## src/mshic_pkg.sv

```systemverilog
package mshic_pkg;

  // register offsets (byte addresses on apb)
  localparam logic [7:0] MSHIC_OFS_R10       = 8'h00;
  localparam logic [7:0] MSHIC_OFS_R11       = 8'h04;
  localparam logic [7:0] MSHIC_OFS_R12       = 8'h08;
  localparam logic [7:0] MSHIC_OFS_R13       = 8'h0c;
  localparam logic [7:0] MSHIC_OFS_R14       = 8'h10;
  localparam logic [7:0] MSHIC_OFS_STATUS    = 8'h14;
  localparam logic [7:0] MSHIC_OFS_VTUNE     = 8'h18;

  // writable masks: only documented fields store, the rest read zero
  localparam logic [31:0] MSHIC_MASK_R10     = 32'h0000_1fe0;
  localparam logic [31:0] MSHIC_MASK_R11     = 32'hffff_f020;
  localparam logic [31:0] MSHIC_MASK_R12     = 32'hffc0_01c0;
  localparam logic [31:0] MSHIC_MASK_R13     = 32'hff7f_ff60;
  localparam logic [31:0] MSHIC_MASK_R14     = 32'hd73f_cfe0;
  localparam logic [31:0] MSHIC_MASK_VTUNE   = 32'h0000_0001;

  // reset values
  localparam logic [31:0] MSHIC_RST_R10      = 32'h0000_0200;
  localparam logic [31:0] MSHIC_RST_R11      = 32'h0581_1000;
  localparam logic [31:0] MSHIC_RST_R12      = 32'h1b00_0180;
  localparam logic [31:0] MSHIC_RST_R13      = 32'h3b02_0660;
  localparam logic [31:0] MSHIC_RST_R14      = 32'h1200_0000;

  // field positions
  localparam int MSHIC_R10_OSC_SEL           = 12;
  localparam int MSHIC_R10_FB_EN             = 11;
  localparam int MSHIC_R10_FB_SEL_LSB        = 5;
  localparam int MSHIC_R11_NOSYNC_LSB        = 20;
  localparam int MSHIC_R11_ALIGN_OUT_LSB     = 18;
  localparam int MSHIC_R11_ALIGN_QUAL        = 17;
  localparam int MSHIC_R11_ALIGN_POL         = 16;
  localparam int MSHIC_R11_ALIGN_AUTO        = 15;
  localparam int MSHIC_R11_XTAL_EN           = 5;
  localparam int MSHIC_R12_LOCK_SRC_LSB      = 27;
  localparam int MSHIC_R12_HOLD_B            = 23;
  localparam int MSHIC_R12_HOLD_A            = 22;
  localparam int MSHIC_R12_TRACK             = 8;
  localparam int MSHIC_R12_HOLDOVER_LSB      = 6;
  localparam int MSHIC_R13_STAT1_LSB         = 20;
  localparam int MSHIC_R13_IGN_UNLOCK        = 15;
  localparam int MSHIC_R13_STAT0_LSB         = 12;
  localparam int MSHIC_R13_REF_MODE_LSB      = 9;
  localparam int MSHIC_R13_INVERT            = 8;
  localparam int MSHIC_R13_REF1_EN           = 6;
  localparam int MSHIC_R13_REF0_EN           = 5;
  localparam int MSHIC_R14_LOS_TMO_LSB       = 30;
  localparam int MSHIC_R14_LOS_EN            = 28;

  localparam logic [2:0] MSHIC_REF_MODE_PIN  = 3'h6;
  localparam logic [1:0] MSHIC_HOLDOVER_ON   = 2'h2;

  // loss-of-signal timeouts, 50 mhz clock
  localparam int MSHIC_CLK_NS                = 20;
  localparam int MSHIC_LOS_T0_NS             = 1200;
  localparam int MSHIC_LOS_T0_CYC            = MSHIC_LOS_T0_NS / MSHIC_CLK_NS;
  localparam logic [9:0] MSHIC_LOS_T0        = 10'(MSHIC_LOS_T0_CYC);

endpackage

```

## src/mshic_los_det.sv

```systemverilog
`timescale 1ns/1ns
module mshic_los_det
  import mshic_pkg::*;
(
  input  wire logic       pclk,
  input  wire logic       presetn,
  input  wire logic       enable,
  input  wire logic [1:0] timeout_sel,
  input  wire logic       ref_sync,
  output logic            lost
);

  typedef struct packed {
    logic       prev;
    logic [12:0] cnt;
    logic       lost;
  } mshic_los_s;

  mshic_los_s st_reg;
  mshic_los_s st_next;
  logic [12:0] limit;

  // longer codes double the window; only code zero has a fixed figure
  assign limit = 13'(MSHIC_LOS_T0) << timeout_sel;

  always_comb begin
    st_next      = st_reg;
    st_next.prev = ref_sync;
    if (!enable || (ref_sync != st_reg.prev)) begin
      st_next.cnt  = '0;
      st_next.lost = 1'b0;
    end else if (st_reg.cnt >= limit - 13'h1) begin
      st_next.lost = 1'b1;
    end else begin
      st_next.cnt = st_reg.cnt + 13'h1;
    end
  end

  always_ff @(posedge pclk or negedge presetn) begin
    if (!presetn) begin
      st_reg <= '0;
    end else begin
      st_reg <= st_next;
    end
  end

  assign lost = st_reg.lost;

endmodule

```

## src/mshic_sync2.sv

```systemverilog
`timescale 1ns/1ns
module mshic_sync2 #(
  parameter int W = 1
) (
  input  wire logic         pclk,
  input  wire logic         presetn,
  input  wire logic [W-1:0] d,
  output logic      [W-1:0] q
);

  logic [W-1:0] meta_reg;

  always_ff @(posedge pclk or negedge presetn) begin
    if (!presetn) begin
      meta_reg <= '0;
      q        <= '0;
    end else begin
      meta_reg <= d;
      q        <= meta_reg;
    end
  end

endmodule

```

## src/mshic_top.sv

```systemverilog
// Overview of operation
// - bit 12 of r10 picks raw oscillator or divider; reset raw.
// - feedback mux stays powered down while r10 bit 11 is zero.
// - r10 bits 7:5 pick output feeding first loop divider; reset output zero.
// - r11 bits 25:20 exclude pairs from alignment; reset excludes 24 and 23.
// - r11 bits 19:18 pick align pin output source; reset drives low.
// - r11 bit 17 qualifies alignment with a clock output; reset off.
// - r11 bit 16 sets align input polarity; reset one, active low.
// - with r11 bit 15 clear, writes to r0..r5 start no alignment.
// - r11 bit 5 enables second loop crystal oscillator; reset disabled.
// - r12 bits 31:27 pick lock pin source; reset 3, both loops locked.
// - r12 bit 23 holds alignment until second loop locks.
// - r12 bit 22 holds alignment until first loop locks.
// - r12 bit 8 enables dac tracking of first loop; reset enabled.
// - r12 bits 7:6 at value 2 enter holdover on lock loss.
// - r13 bit 15 set ignores first loop unlock edge for holdover.
// - r13 bits 11:9 pick reference choice mode; reset 3, manual.
// - r13 bit 8 inverts status inputs, only when mode equals 6.
// - reference one usable only while r13 bit 6 is set.
// - reference zero usable only while r13 bit 5 is set.
// - r14 bits 31:30 set loss-of-signal timeout; zero means 1200 ns.
// - loss-of-signal detection active only while r14 bit 28 is set.
// - r13 bits 22:20 and 14:12 pick status pin sources; reset low.
// - with rail trip enable set and r12 bits 7:6 at 2, reaching a trip voltage enters holdover.
//
// Design decisions made here: the APB slave port and the address map.
`timescale 1ns/1ns
module mshic_top
  import mshic_pkg::*;
(
  input  wire logic        pclk,
  input  wire logic        presetn,
  input  wire logic        psel,
  input  wire logic        penable,
  input  wire logic        pwrite,
  input  wire logic [7:0]  paddr,
  input  wire logic [31:0] pwdata,
  output logic      [31:0] prdata,
  output logic             pready,
  output logic             pslverr,
  input  wire logic        align_pin_in,
  input  wire logic        loop_a_lock,
  input  wire logic        loop_b_lock,
  input  wire logic        vtune_trip,
  input  wire logic        ref0_clk,
  input  wire logic        ref1_clk,
  input  wire logic        status_pin0_in,
  input  wire logic        status_pin1_in,
  input  wire logic        output_reg_write,
  output logic             osc_output_select,
  output logic             feedback_mux_powered,
  output logic [2:0]       feedback_select,
  output logic [5:0]       exclude_pairs_from_align,
  output logic             align_qualify,
  output logic             second_loop_crystal_enable,
  output logic             dac_track_enable,
  output logic [2:0]       reference_choice_mode,
  output logic             align_active,
  output logic             align_pin_out,
  output logic             lock_pin_out,
  output logic             status_pin0_out,
  output logic             status_pin1_out,
  output logic             holdover_active,
  output logic             ref0_usable,
  output logic             ref1_usable,
  output logic             ref0_lost,
  output logic             ref1_lost,
  output logic             status_sel0,
  output logic             status_sel1
);

  ////////////////////////////////////////////////////////////////////////
  typedef struct packed {
    logic [31:0] r10;
    logic [31:0] r11;
    logic [31:0] r12;
    logic [31:0] r13;
    logic [31:0] r14;
    logic        vtune_en;
    logic        lock_a_d;
    logic        holdover;
    logic        align;
    logic        align_in_d;
    logic [31:0] rdata;
  } mshic_state_s;

  mshic_state_s st_reg;
  mshic_state_s st_next;

  logic [7:0] pin_sync;
  logic       access;
  logic       wr_en;
  logic       hit;
  logic       lost0;
  logic       lost1;
  logic       ali_in;
  logic       lock_a;
  logic       lock_b;
  logic       inv;
  logic [31:0] rd_val;

  function automatic logic [31:0] mshic_merge(input logic [31:0] old_v,
                                              input logic [31:0] new_v,
                                              input logic [31:0] mask);
    mshic_merge = (old_v & ~mask) | (new_v & mask);
  endfunction

  function automatic logic mshic_mux_src(input logic [4:0] sel,
                                         input logic       a_lock,
                                         input logic       b_lock,
                                         input logic       hold);
    case (sel)
      5'h00:   mshic_mux_src = 1'b0;
      5'h01:   mshic_mux_src = a_lock;
      5'h02:   mshic_mux_src = b_lock;
      5'h03:   mshic_mux_src = a_lock & b_lock;
      5'h04:   mshic_mux_src = hold;
      default: mshic_mux_src = 1'b0;
    endcase
  endfunction

  ////////////////////////////////////////////////////////////////////////
  // pins from outside, all but output_reg_write, pass two flops before use
  mshic_sync2 #(.W(8)) u_sync (
    .pclk    (pclk),
    .presetn (presetn),
    .d       ({align_pin_in, loop_a_lock, loop_b_lock, vtune_trip,
                ref0_clk, ref1_clk, status_pin0_in, status_pin1_in}),
    .q       (pin_sync)
  );

  assign ali_in = pin_sync[7];
  assign lock_a = pin_sync[6];
  assign lock_b = pin_sync[5];

  mshic_los_det u_los0 (
    .pclk        (pclk),
    .presetn     (presetn),
    .enable      (st_reg.r14[MSHIC_R14_LOS_EN] & st_reg.r13[MSHIC_R13_REF0_EN]),
    .timeout_sel (st_reg.r14[MSHIC_R14_LOS_TMO_LSB +: 2]),
    .ref_sync    (pin_sync[3]),
    .lost        (lost0)
  );

  mshic_los_det u_los1 (
    .pclk        (pclk),
    .presetn     (presetn),
    .enable      (st_reg.r14[MSHIC_R14_LOS_EN] & st_reg.r13[MSHIC_R13_REF1_EN]),
    .timeout_sel (st_reg.r14[MSHIC_R14_LOS_TMO_LSB +: 2]),
    .ref_sync    (pin_sync[2]),
    .lost        (lost1)
  );

  ////////////////////////////////////////////////////////////////////////
  // apb: zero wait states, unmapped addresses answer pslverr
  assign access  = psel & penable;
  assign wr_en   = access & pwrite & hit;
  assign pready  = 1'b1;
  assign pslverr = access & ~hit;
  assign prdata  = st_reg.rdata;

  always_comb begin
    hit    = 1'b1;
    rd_val = 32'h0000_0000;
    if (paddr == MSHIC_OFS_R10) begin
      rd_val = st_reg.r10;
    end else if (paddr == MSHIC_OFS_R11) begin
      rd_val = st_reg.r11;
    end else if (paddr == MSHIC_OFS_R12) begin
      rd_val = st_reg.r12;
    end else if (paddr == MSHIC_OFS_R13) begin
      rd_val = st_reg.r13;
    end else if (paddr == MSHIC_OFS_R14) begin
      rd_val = st_reg.r14;
    end else if (paddr == MSHIC_OFS_STATUS) begin
      rd_val = {24'h000000, ref1_lost, ref0_lost, st_reg.align, st_reg.holdover,
                lock_b, lock_a, ref1_usable, ref0_usable};
    end else if (paddr == MSHIC_OFS_VTUNE) begin
      rd_val = {31'h00000000, st_reg.vtune_en};
    end else begin
      hit = 1'b0;
    end
  end

  ////////////////////////////////////////////////////////////////////////
  always_comb begin
    st_next            = st_reg;
    st_next.lock_a_d   = lock_a;
    st_next.align_in_d = ali_in;
    // read data is latched in the setup cycle so it is stable at access
    if (psel && !penable) begin
      st_next.rdata = rd_val;
    end
    if (wr_en) begin
      if (paddr == MSHIC_OFS_R10) begin
        st_next.r10 = mshic_merge(st_reg.r10, pwdata, MSHIC_MASK_R10);
      end else if (paddr == MSHIC_OFS_R11) begin
        st_next.r11 = mshic_merge(st_reg.r11, pwdata, MSHIC_MASK_R11);
      end else if (paddr == MSHIC_OFS_R12) begin
        st_next.r12 = mshic_merge(st_reg.r12, pwdata, MSHIC_MASK_R12);
      end else if (paddr == MSHIC_OFS_R13) begin
        st_next.r13 = mshic_merge(st_reg.r13, pwdata, MSHIC_MASK_R13);
      end else if (paddr == MSHIC_OFS_R14) begin
        st_next.r14 = mshic_merge(st_reg.r14, pwdata, MSHIC_MASK_R14);
      end else if (paddr == MSHIC_OFS_VTUNE) begin
        st_next.vtune_en = pwdata[0];
      end
    end

    // holdover: entered on unlock or rail trip, left once lock returns with the trip pin low
    if (st_reg.r12[MSHIC_R12_HOLDOVER_LSB +: 2] == MSHIC_HOLDOVER_ON) begin
      if ((st_reg.lock_a_d && !lock_a && !st_reg.r13[MSHIC_R13_IGN_UNLOCK])
          || (st_reg.vtune_en && pin_sync[4])) begin
        st_next.holdover = 1'b1;
      end else if (lock_a && !pin_sync[4]) begin
        st_next.holdover = 1'b0;
      end
    end else begin
      st_next.holdover = 1'b0;
    end

    // alignment: pin edge, or auto start on output register write
    if ((ali_in ^ st_reg.r11[MSHIC_R11_ALIGN_POL])
        && !(st_reg.align_in_d ^ st_reg.r11[MSHIC_R11_ALIGN_POL])) begin
      st_next.align = 1'b1;
    end else if (output_reg_write && st_reg.r11[MSHIC_R11_ALIGN_AUTO]) begin
      st_next.align = 1'b1;
    end else if ((st_reg.r12[MSHIC_R12_HOLD_B] && !lock_b)
                 || (st_reg.r12[MSHIC_R12_HOLD_A] && !lock_a)) begin
      st_next.align = 1'b1;
    end else begin
      st_next.align = 1'b0;
    end
  end

  always_ff @(posedge pclk or negedge presetn) begin
    if (!presetn) begin
      st_reg          <= '0;
      st_reg.r10      <= MSHIC_RST_R10;
      st_reg.r11      <= MSHIC_RST_R11;
      st_reg.r12      <= MSHIC_RST_R12;
      st_reg.r13      <= MSHIC_RST_R13;
      st_reg.r14      <= MSHIC_RST_R14;
      // synced pin reads low after reset; a low prev keeps that from looking like an edge
      st_reg.align_in_d <= 1'b0;
    end else begin
      st_reg <= st_next;
    end
  end

  ////////////////////////////////////////////////////////////////////////
  // config outputs come straight from the register flops
  assign osc_output_select          = st_reg.r10[MSHIC_R10_OSC_SEL];
  assign feedback_mux_powered       = st_reg.r10[MSHIC_R10_FB_EN];
  assign feedback_select            = st_reg.r10[MSHIC_R10_FB_SEL_LSB +: 3];
  assign exclude_pairs_from_align   = st_reg.r11[MSHIC_R11_NOSYNC_LSB +: 6];
  assign align_qualify              = st_reg.r11[MSHIC_R11_ALIGN_QUAL];
  assign second_loop_crystal_enable = st_reg.r11[MSHIC_R11_XTAL_EN];
  assign dac_track_enable           = st_reg.r12[MSHIC_R12_TRACK];
  assign reference_choice_mode      = st_reg.r13[MSHIC_R13_REF_MODE_LSB +: 3];
  assign align_active               = st_reg.align;
  assign holdover_active            = st_reg.holdover;
  assign ref0_usable                = st_reg.r13[MSHIC_R13_REF0_EN];
  assign ref1_usable                = st_reg.r13[MSHIC_R13_REF1_EN];
  assign ref0_lost                  = lost0;
  assign ref1_lost                  = lost1;

  assign align_pin_out  = mshic_mux_src({3'h0, st_reg.r11[MSHIC_R11_ALIGN_OUT_LSB +: 2]},
                                        lock_a, lock_b, st_reg.holdover);
  assign lock_pin_out   = mshic_mux_src(st_reg.r12[MSHIC_R12_LOCK_SRC_LSB +: 5],
                                        lock_a, lock_b, st_reg.holdover);
  assign status_pin0_out = mshic_mux_src({2'h0, st_reg.r13[MSHIC_R13_STAT0_LSB +: 3]},
                                         lock_a, lock_b, st_reg.holdover);
  assign status_pin1_out = mshic_mux_src({2'h0, st_reg.r13[MSHIC_R13_STAT1_LSB +: 3]},
                                         lock_a, lock_b, st_reg.holdover);

  // inversion only counts in pin-select reference mode
  assign inv = st_reg.r13[MSHIC_R13_INVERT]
               && (st_reg.r13[MSHIC_R13_REF_MODE_LSB +: 3] == MSHIC_REF_MODE_PIN);
  assign status_sel0 = pin_sync[1] ^ inv;
  assign status_sel1 = pin_sync[0] ^ inv;

endmodule

```

## config.mk

```make
export PLATFORM = sky130hd
export DESIGN_NAME = mshic_top
export DESIGN_NICKNAME = d
export VERILOG_FILES = /design/src/mshic_pkg.sv /design/src/mshic_los_det.sv /design/src/mshic_sync2.sv /design/src/mshic_top.sv
export SDC_FILE = /design/constraint.sdc
export NUM_CORES = 1
export LEC_CHECK = 0
export CORE_MARGIN = 4
export CORE_UTILIZATION = 58
export CTS_BUF_LIST = sky130_fd_sc_hd__clkbuf_4
export DETAILED_ROUTE_END_ITERATION = 12
export DONT_BUFFER_PORTS = 1
export PLACE_DENSITY_LB_ADDON = 0.3
export SYNTH_ARGS = -nofsm -noshare
export SYNTH_HDL_FRONTEND = slang
export SYNTH_SLANG_ARGS = --single-unit
```

## constraint.sdc

```tcl
create_clock -name pclk -period 3.65 [get_ports pclk]
set_input_delay 0.5475 -clock pclk [delete_from_list [all_inputs] [get_ports pclk]]
set_output_delay 0.5475 -clock pclk [all_outputs]
set_load 0.005 [all_outputs]
```

== Word level (Yosys, flattened, before mapping) ==
Index checks and enable logic that the tools add are counted.
Operators by class
  shift-type cells: 1
  add/subtract/negate cells: 3
  bitwise operators: 22
  muxes and demuxes: 30
  eq/ne operators: 28
  $mul: 0
  $lt $le $gt $ge: 2
  divide/modulo/power cells: 0
  reductions and logical operators: 32
Operators by type and width (number)
  two-way mux 32 bit: 5
  OR 12 x 32 -> 32 bit: 1
  OR 22 x 32 -> 32 bit: 1
  OR 24 x 32 -> 32 bit: 1
  OR 30 x 32 -> 32 bit: 1
  OR 32 x 13 -> 32 bit: 1
  two-way mux 14 bit: 2
  adder 13 x 1 -> 13 bit, second input constant: 2
  greater-or-equal comparator 13 bit: 2
  two-way mux 13 bit: 2
  == test 8 x 5 -> 1 bit, second input constant: 3
  == test 8 x 4 -> 1 bit, second input constant: 2
  two-way mux 1 bit: 16
  case mux 1 bit (4 select lines): 4
  << shifter 6 x 2 -> 13 bit, first input constant: 1
  subtractor 13 x 1 -> 13 bit, second input constant: 1
  == test 3 x 2 -> 1 bit, second input constant: 4
  == test 5 x 2 -> 1 bit, second input constant: 2
  logical AND 1 bit: 10
  == test 3 bit, second input constant: 3
  == test 8 x 3 -> 1 bit, second input constant: 1
  zero test 1 bit: 8
  zero test 8 bit: 1
  two-way mux 8 bit: 1
  20 further kinds: 43
Storage, ports and cells
  latch bits: 0
  flip-flop bits (word level): 243
  memories kept: 0
  memory bits (read-only): 0
  output and inout bits: 63
  logic and storage cells: 137
  memory bits (writable): 0
  input port bits: 54

== Depth between registers and ports, before layout ==
  word-level depth: 10
  depth in mapped cells: 10
  mapped depth without buffers: 8

== Hierarchy ==
From an unflattened synthesis, not the netlist that was laid out.
Second synthesis, totals
  cell total of the unflattened synthesis: 757
  area total of the unflattened synthesis: 8763.4 µm²
Modules (own cells, without submodules)
  mshic_top: instances 1, area an instance 6200.9 µm², sequential area each 3158.0 µm², cells each 500
  mshic_los_det at u_los1: instances 1, area an instance 1096.1 µm², sequential area each 375.4 µm², cells each 120
  mshic_los_det at u_los0: instances 1, area an instance 1066.0 µm², sequential area each 375.4 µm², cells each 121
  mshic_sync2: instances 1, area an instance 400.4 µm², sequential area each 400.4 µm², cells each 16

== Worst setup path after synthesis ==
Ideal clock, no wire load.
  path kind: reg-to-reg
  from: register st_reg[67] (netlist name)
  to: register u_los1.st_reg[12] (netlist name)
  path buffers: 1
  library setup time: 0.078 ns
  data arrival time: 2.312 ns
  stages on the path, launching flop included: 9
  required time: 3.572 ns
  path slack: 1.260 ns
  cell sequence: dfrtp_1 > nor2_1 > ha_1 > a21oi_1 > o21ai_0 > a221o_1 > buf_2 > or4_1 > a21oi_1
On the way
  cells in the longest elaborated chain, start to end: 4
RTL lines
  start, declared: RTL line mshic_top.sv:87  | mshic_state_s st_reg;
  start signal, assigned: RTL line mshic_top.sv:247  | st_reg <= st_next;
  << shifter 6 x 2 -> 13 bit: RTL line mshic_los_det.sv:24  | assign limit = 13'(MSHIC_LOS_T0) << timeout_sel;
  subtractor 13 x 1 -> 13 bit: RTL line mshic_los_det.sv:32  | end else if (st_reg.cnt >= limit - 13'h1) begin
  greater-or-equal comparator 13 bit: RTL line mshic_los_det.sv:32
  != test 2 x 1 -> 1 bit (no line)
  end signal, assigned: RTL line mshic_los_det.sv:43  | st_reg <= st_next;
  end, declared: RTL line mshic_los_det.sv:19  | mshic_los_s st_reg;
Every way passes these cells.
A chain may end at the register's enable or synchronous reset.

== Worst setup path after layout ==
  from: register st_reg[67] (netlist name)
  to: register u_los1.st_reg[6] (netlist name)
Same word-level chain as after synthesis.

==> impl_metrics.yaml <==
run_status:
  status: "finished, violations left"
  violations: "negative hold slack"
clocking:
  h-tree-depth: 4
  path_clk_slew_ns: 0.14
  cts_setup_buffers: 0
  numCtsBuffers: 17
  cts_tree: "built"
  cts_resized: 0
  clock_path_buffers: 2
  clk_latency_ns: 0.57
  cts_hold_buf: 8
  clock-root-buffer: "clkbuf_4"
  clock-sinks: 171
power_and_ir_drop:
  p_total_mw: 3.21
  p_seq_share_pct: 60.2
  p_int_mw: 2.48
  ir_drop_mv: 0.454
  power.density_nw_per_um2: 376
  p_switching_mw: 0.725
  leakage_nw: 3.74
  sw_frac_of_total_pct: 22.6
  pwr-share-comb_pct: 2.1
  p_clk_share_pct: 37.7
synth:
  syn_inst: 730
  synth-seq-cells: 171
  synth_cell_types: 59
  synth.top_cells.by_area: "dfrtp_1 44%, mux2_2 12%, dfstp_2 7.6%, buf_4 4.3%, ha_1 3.6%"
  async_flop_share_pct: 100
  synth-xor-area-share_pct: 0.422
  synth_edf_count: 0
  avgSynthCellArea_sq_um: 11.4
  synth_top_area_share_pct: 44.3
  yosys.area_share.simple_pct: 12.1
  synth-main-ff-cell: "dfrtp_1"
  yosysSeqAreaShare_pct: 51.9
  synth_warnings: 0
  synth-adder-area-share_pct: 3.62
  synthMuxAreaShare_pct: 11.9
  synth_top_family_by_area: "compound AO/OA/AOI/OAI gates"
  syn_area_sq_um: 8300
  synth_compound_area_share_pct: 13.5
  yosys.area.top_type: "dfrtp_1"
critical_path:
  worstSetupPathType: "reg2reg"
  cp_max_fo: 26
  crit_required_ns: 4.15
  endpoint_kind: "flip-flop"
  reg2reg_depth: 7
  critical_path_arrival_ns: 3.44
  start_kind: "flip-flop"
route:
  viasPerCell: 6.51
  drc_errors: 0
  first_iter_violations: 528
  via_count: 5783
  wl_per_cell_um: 21.9
  drt-total-wl_um: 19400
  firstDrtPassIters: 7
  ant_nets: 0
final_layout:
  ff_latch_area_sq_um: 4310
  num_antenna_cells: 0
  area_growth_pct: 2.89
  final_cells: 889
  largest_register_ffs: 72
  fin_util_pct: 61.3
  multi_input_area_sq_um: 3490
  fillers: 1118
  drive_above_1_share_pct: 23.6
  nNetsFinal: 774
timing:
  rsz0062_at_grt: "no"
  period_share_pct: 80.5
  fin_crit_ns: 2.94
  drv_slew: 0
  setup_viol: 0
  setup_tns_ns: 0
  hold_viol_final: 171
  max_freq_mhz: 340
  timing.hold.ws_ns: -0.339
  worstMarginPinSlew_ns: 1.14
  skew_ns: 0.0138
  slew_headroom_pct: 23.0
grt:
  grt_use_total_pct: 24.7
  grt_pass1_wl_um: 31500
  gr-total-overflow: 0
  grt_pass1_vias: 5892
  grt_start_max_net_pins: 172
  antenna_found_initial: 0
placed_design:
  gp_congestion: 0.879
  placed_cells: 849
  io_buffers: 0
  dp_hpwl_um: 13200
floorplanning:
  dieArea_sq_um: 16300
  die_h_um: 128
  io_pins: 117
  die_x_um: 128
  core_area_sq_um: 13900
  start_util_pct: 59.6
  row_count: 43
worst_hold_path:
  hold_path_class: "in2async"
flow_run:
  drv_cap: 0
-- layer usage --
layer  vias to the layer above  GRT usage (%)  part of all wire, %
met5                         -              0                    0
met4                         0           7.99                  2.3
met3                        34           8.96                  9.8
met2                       233           38.5                   47
met1                      2917           32.4                   41
li1                       2599              -                    -
-- worst max-delay path, stage by stage, from the launching register on --
cell and delay (ns):
dfrtp_1 0.49, nor2_1 0.32, ha_1 0.32, a21oi_1 0.12, o21ai_0 0.17, a221o_1 0.68
or4_1 0.61, a21oi_1 0.16
-- cell families (layout without fill, tap and decap cells) --
group,count (synthesis),count (layout)
fa+ha+maj,24,24
other cells,1,9
simple gates,189,189
flops,171,171
xor+xnor,4,4
buf+inv,88,59
compound gates,165,165
mux,88,88
-- cell usage in the layout, fill, tap and decap left out, types with 6 or more instances in the layout --
cell and n:
a22oi_1 18, dlygate4sd3_1 8, a31oi_1 6, o21ai_0 34, inv_1 8, nand2_1 52, mux2_2 86, o31ai_1 20
nor2_1 37, and2_1 7, nand4_1 6, a22o_1 6, dfrtp_1 147, or4_1 16, a222oi_1 10, clkbuf_4 17
a21oi_1 37, dfstp_2 24, nand3_1 26, ha_1 24, buf_4 11, conb_1 9, a221oi_1 8
-- Yosys cell counts (10+ instances only) --
cell / instances
nand3_1: 26
clkbuf_1: 17
a222oi_1: 10
mux2_2: 86
buf_2: 11
o21ai_0: 34
ha_1: 24
dfstp_2: 24
o31ai_1: 20
nor2_1: 39
a21oi_1: 37
or4_1: 16
a22oi_1: 18
buf_4: 48
dfrtp_1: 147
nand2_1: 52
-- metrics by stage --
stage / instance area (sq um) / setup slack [ns]
CTS: 8540 / 0.719
detailed placement: 8140 / 0.762
finish: 8540 / 0.710
global route: 8540 / 0.546
floorplan: 8330 / 1.26
global placement: 8140 / 0.867
-- power groups by stage --
stage	Sequential (mW)	Combinational (mW)	Clock (mW)
floorplan	1.96	0.0572	0
global placement	1.97	0.0565	0
detailed placement	1.97	0.0585	0
CTS	1.93	0.0655	1.23
global route	1.94	0.0742	1.32
finish	1.93	0.0664	1.21
-- path summary, 6_finish.rpt --
check	endpoint	slack [ns]	from
setup / recovery	u_los1.st_reg[6]$_DFFE_PN0P_	0.71	st_reg[67]$_DFFE_PN0P_
hold / removal	u_los0.st_reg[9]$_DFFE_PN0P_	-0.34	presetn
setup reg to reg	u_los1.st_reg[6]$_DFFE_PN0P_	0.71	st_reg[67]$_DFFE_PN0P_
hold reg to reg	u_sync.q[2]$_DFF_PN0_	0.36	u_sync.meta_reg[2]$_DFF_PN0_
max in group asynchronous	st_reg[128]$_DFFE_PN1P_	3.67	presetn
min in group pclk	reference_choice_mode[2]$_DFFE_PN0P_	0.10	pwdata[11]
-- layout make-up --
| class | instances | share of cell area (%) |
|---|---|---|
| Clock buffer | 17 | 1.49 |
| Clock inverter | 15 | 2.31 |
| Inverter | 8 | 0.351 |
| Multi-Input combinational cell | 479 | 40.9 |
| Sequential cell | 171 | 50.4 |
| Tap cell | 180 | 2.64 |
| Timing Repair Buffer | 19 | 1.90 |
(Power assumes the default switching activity.)
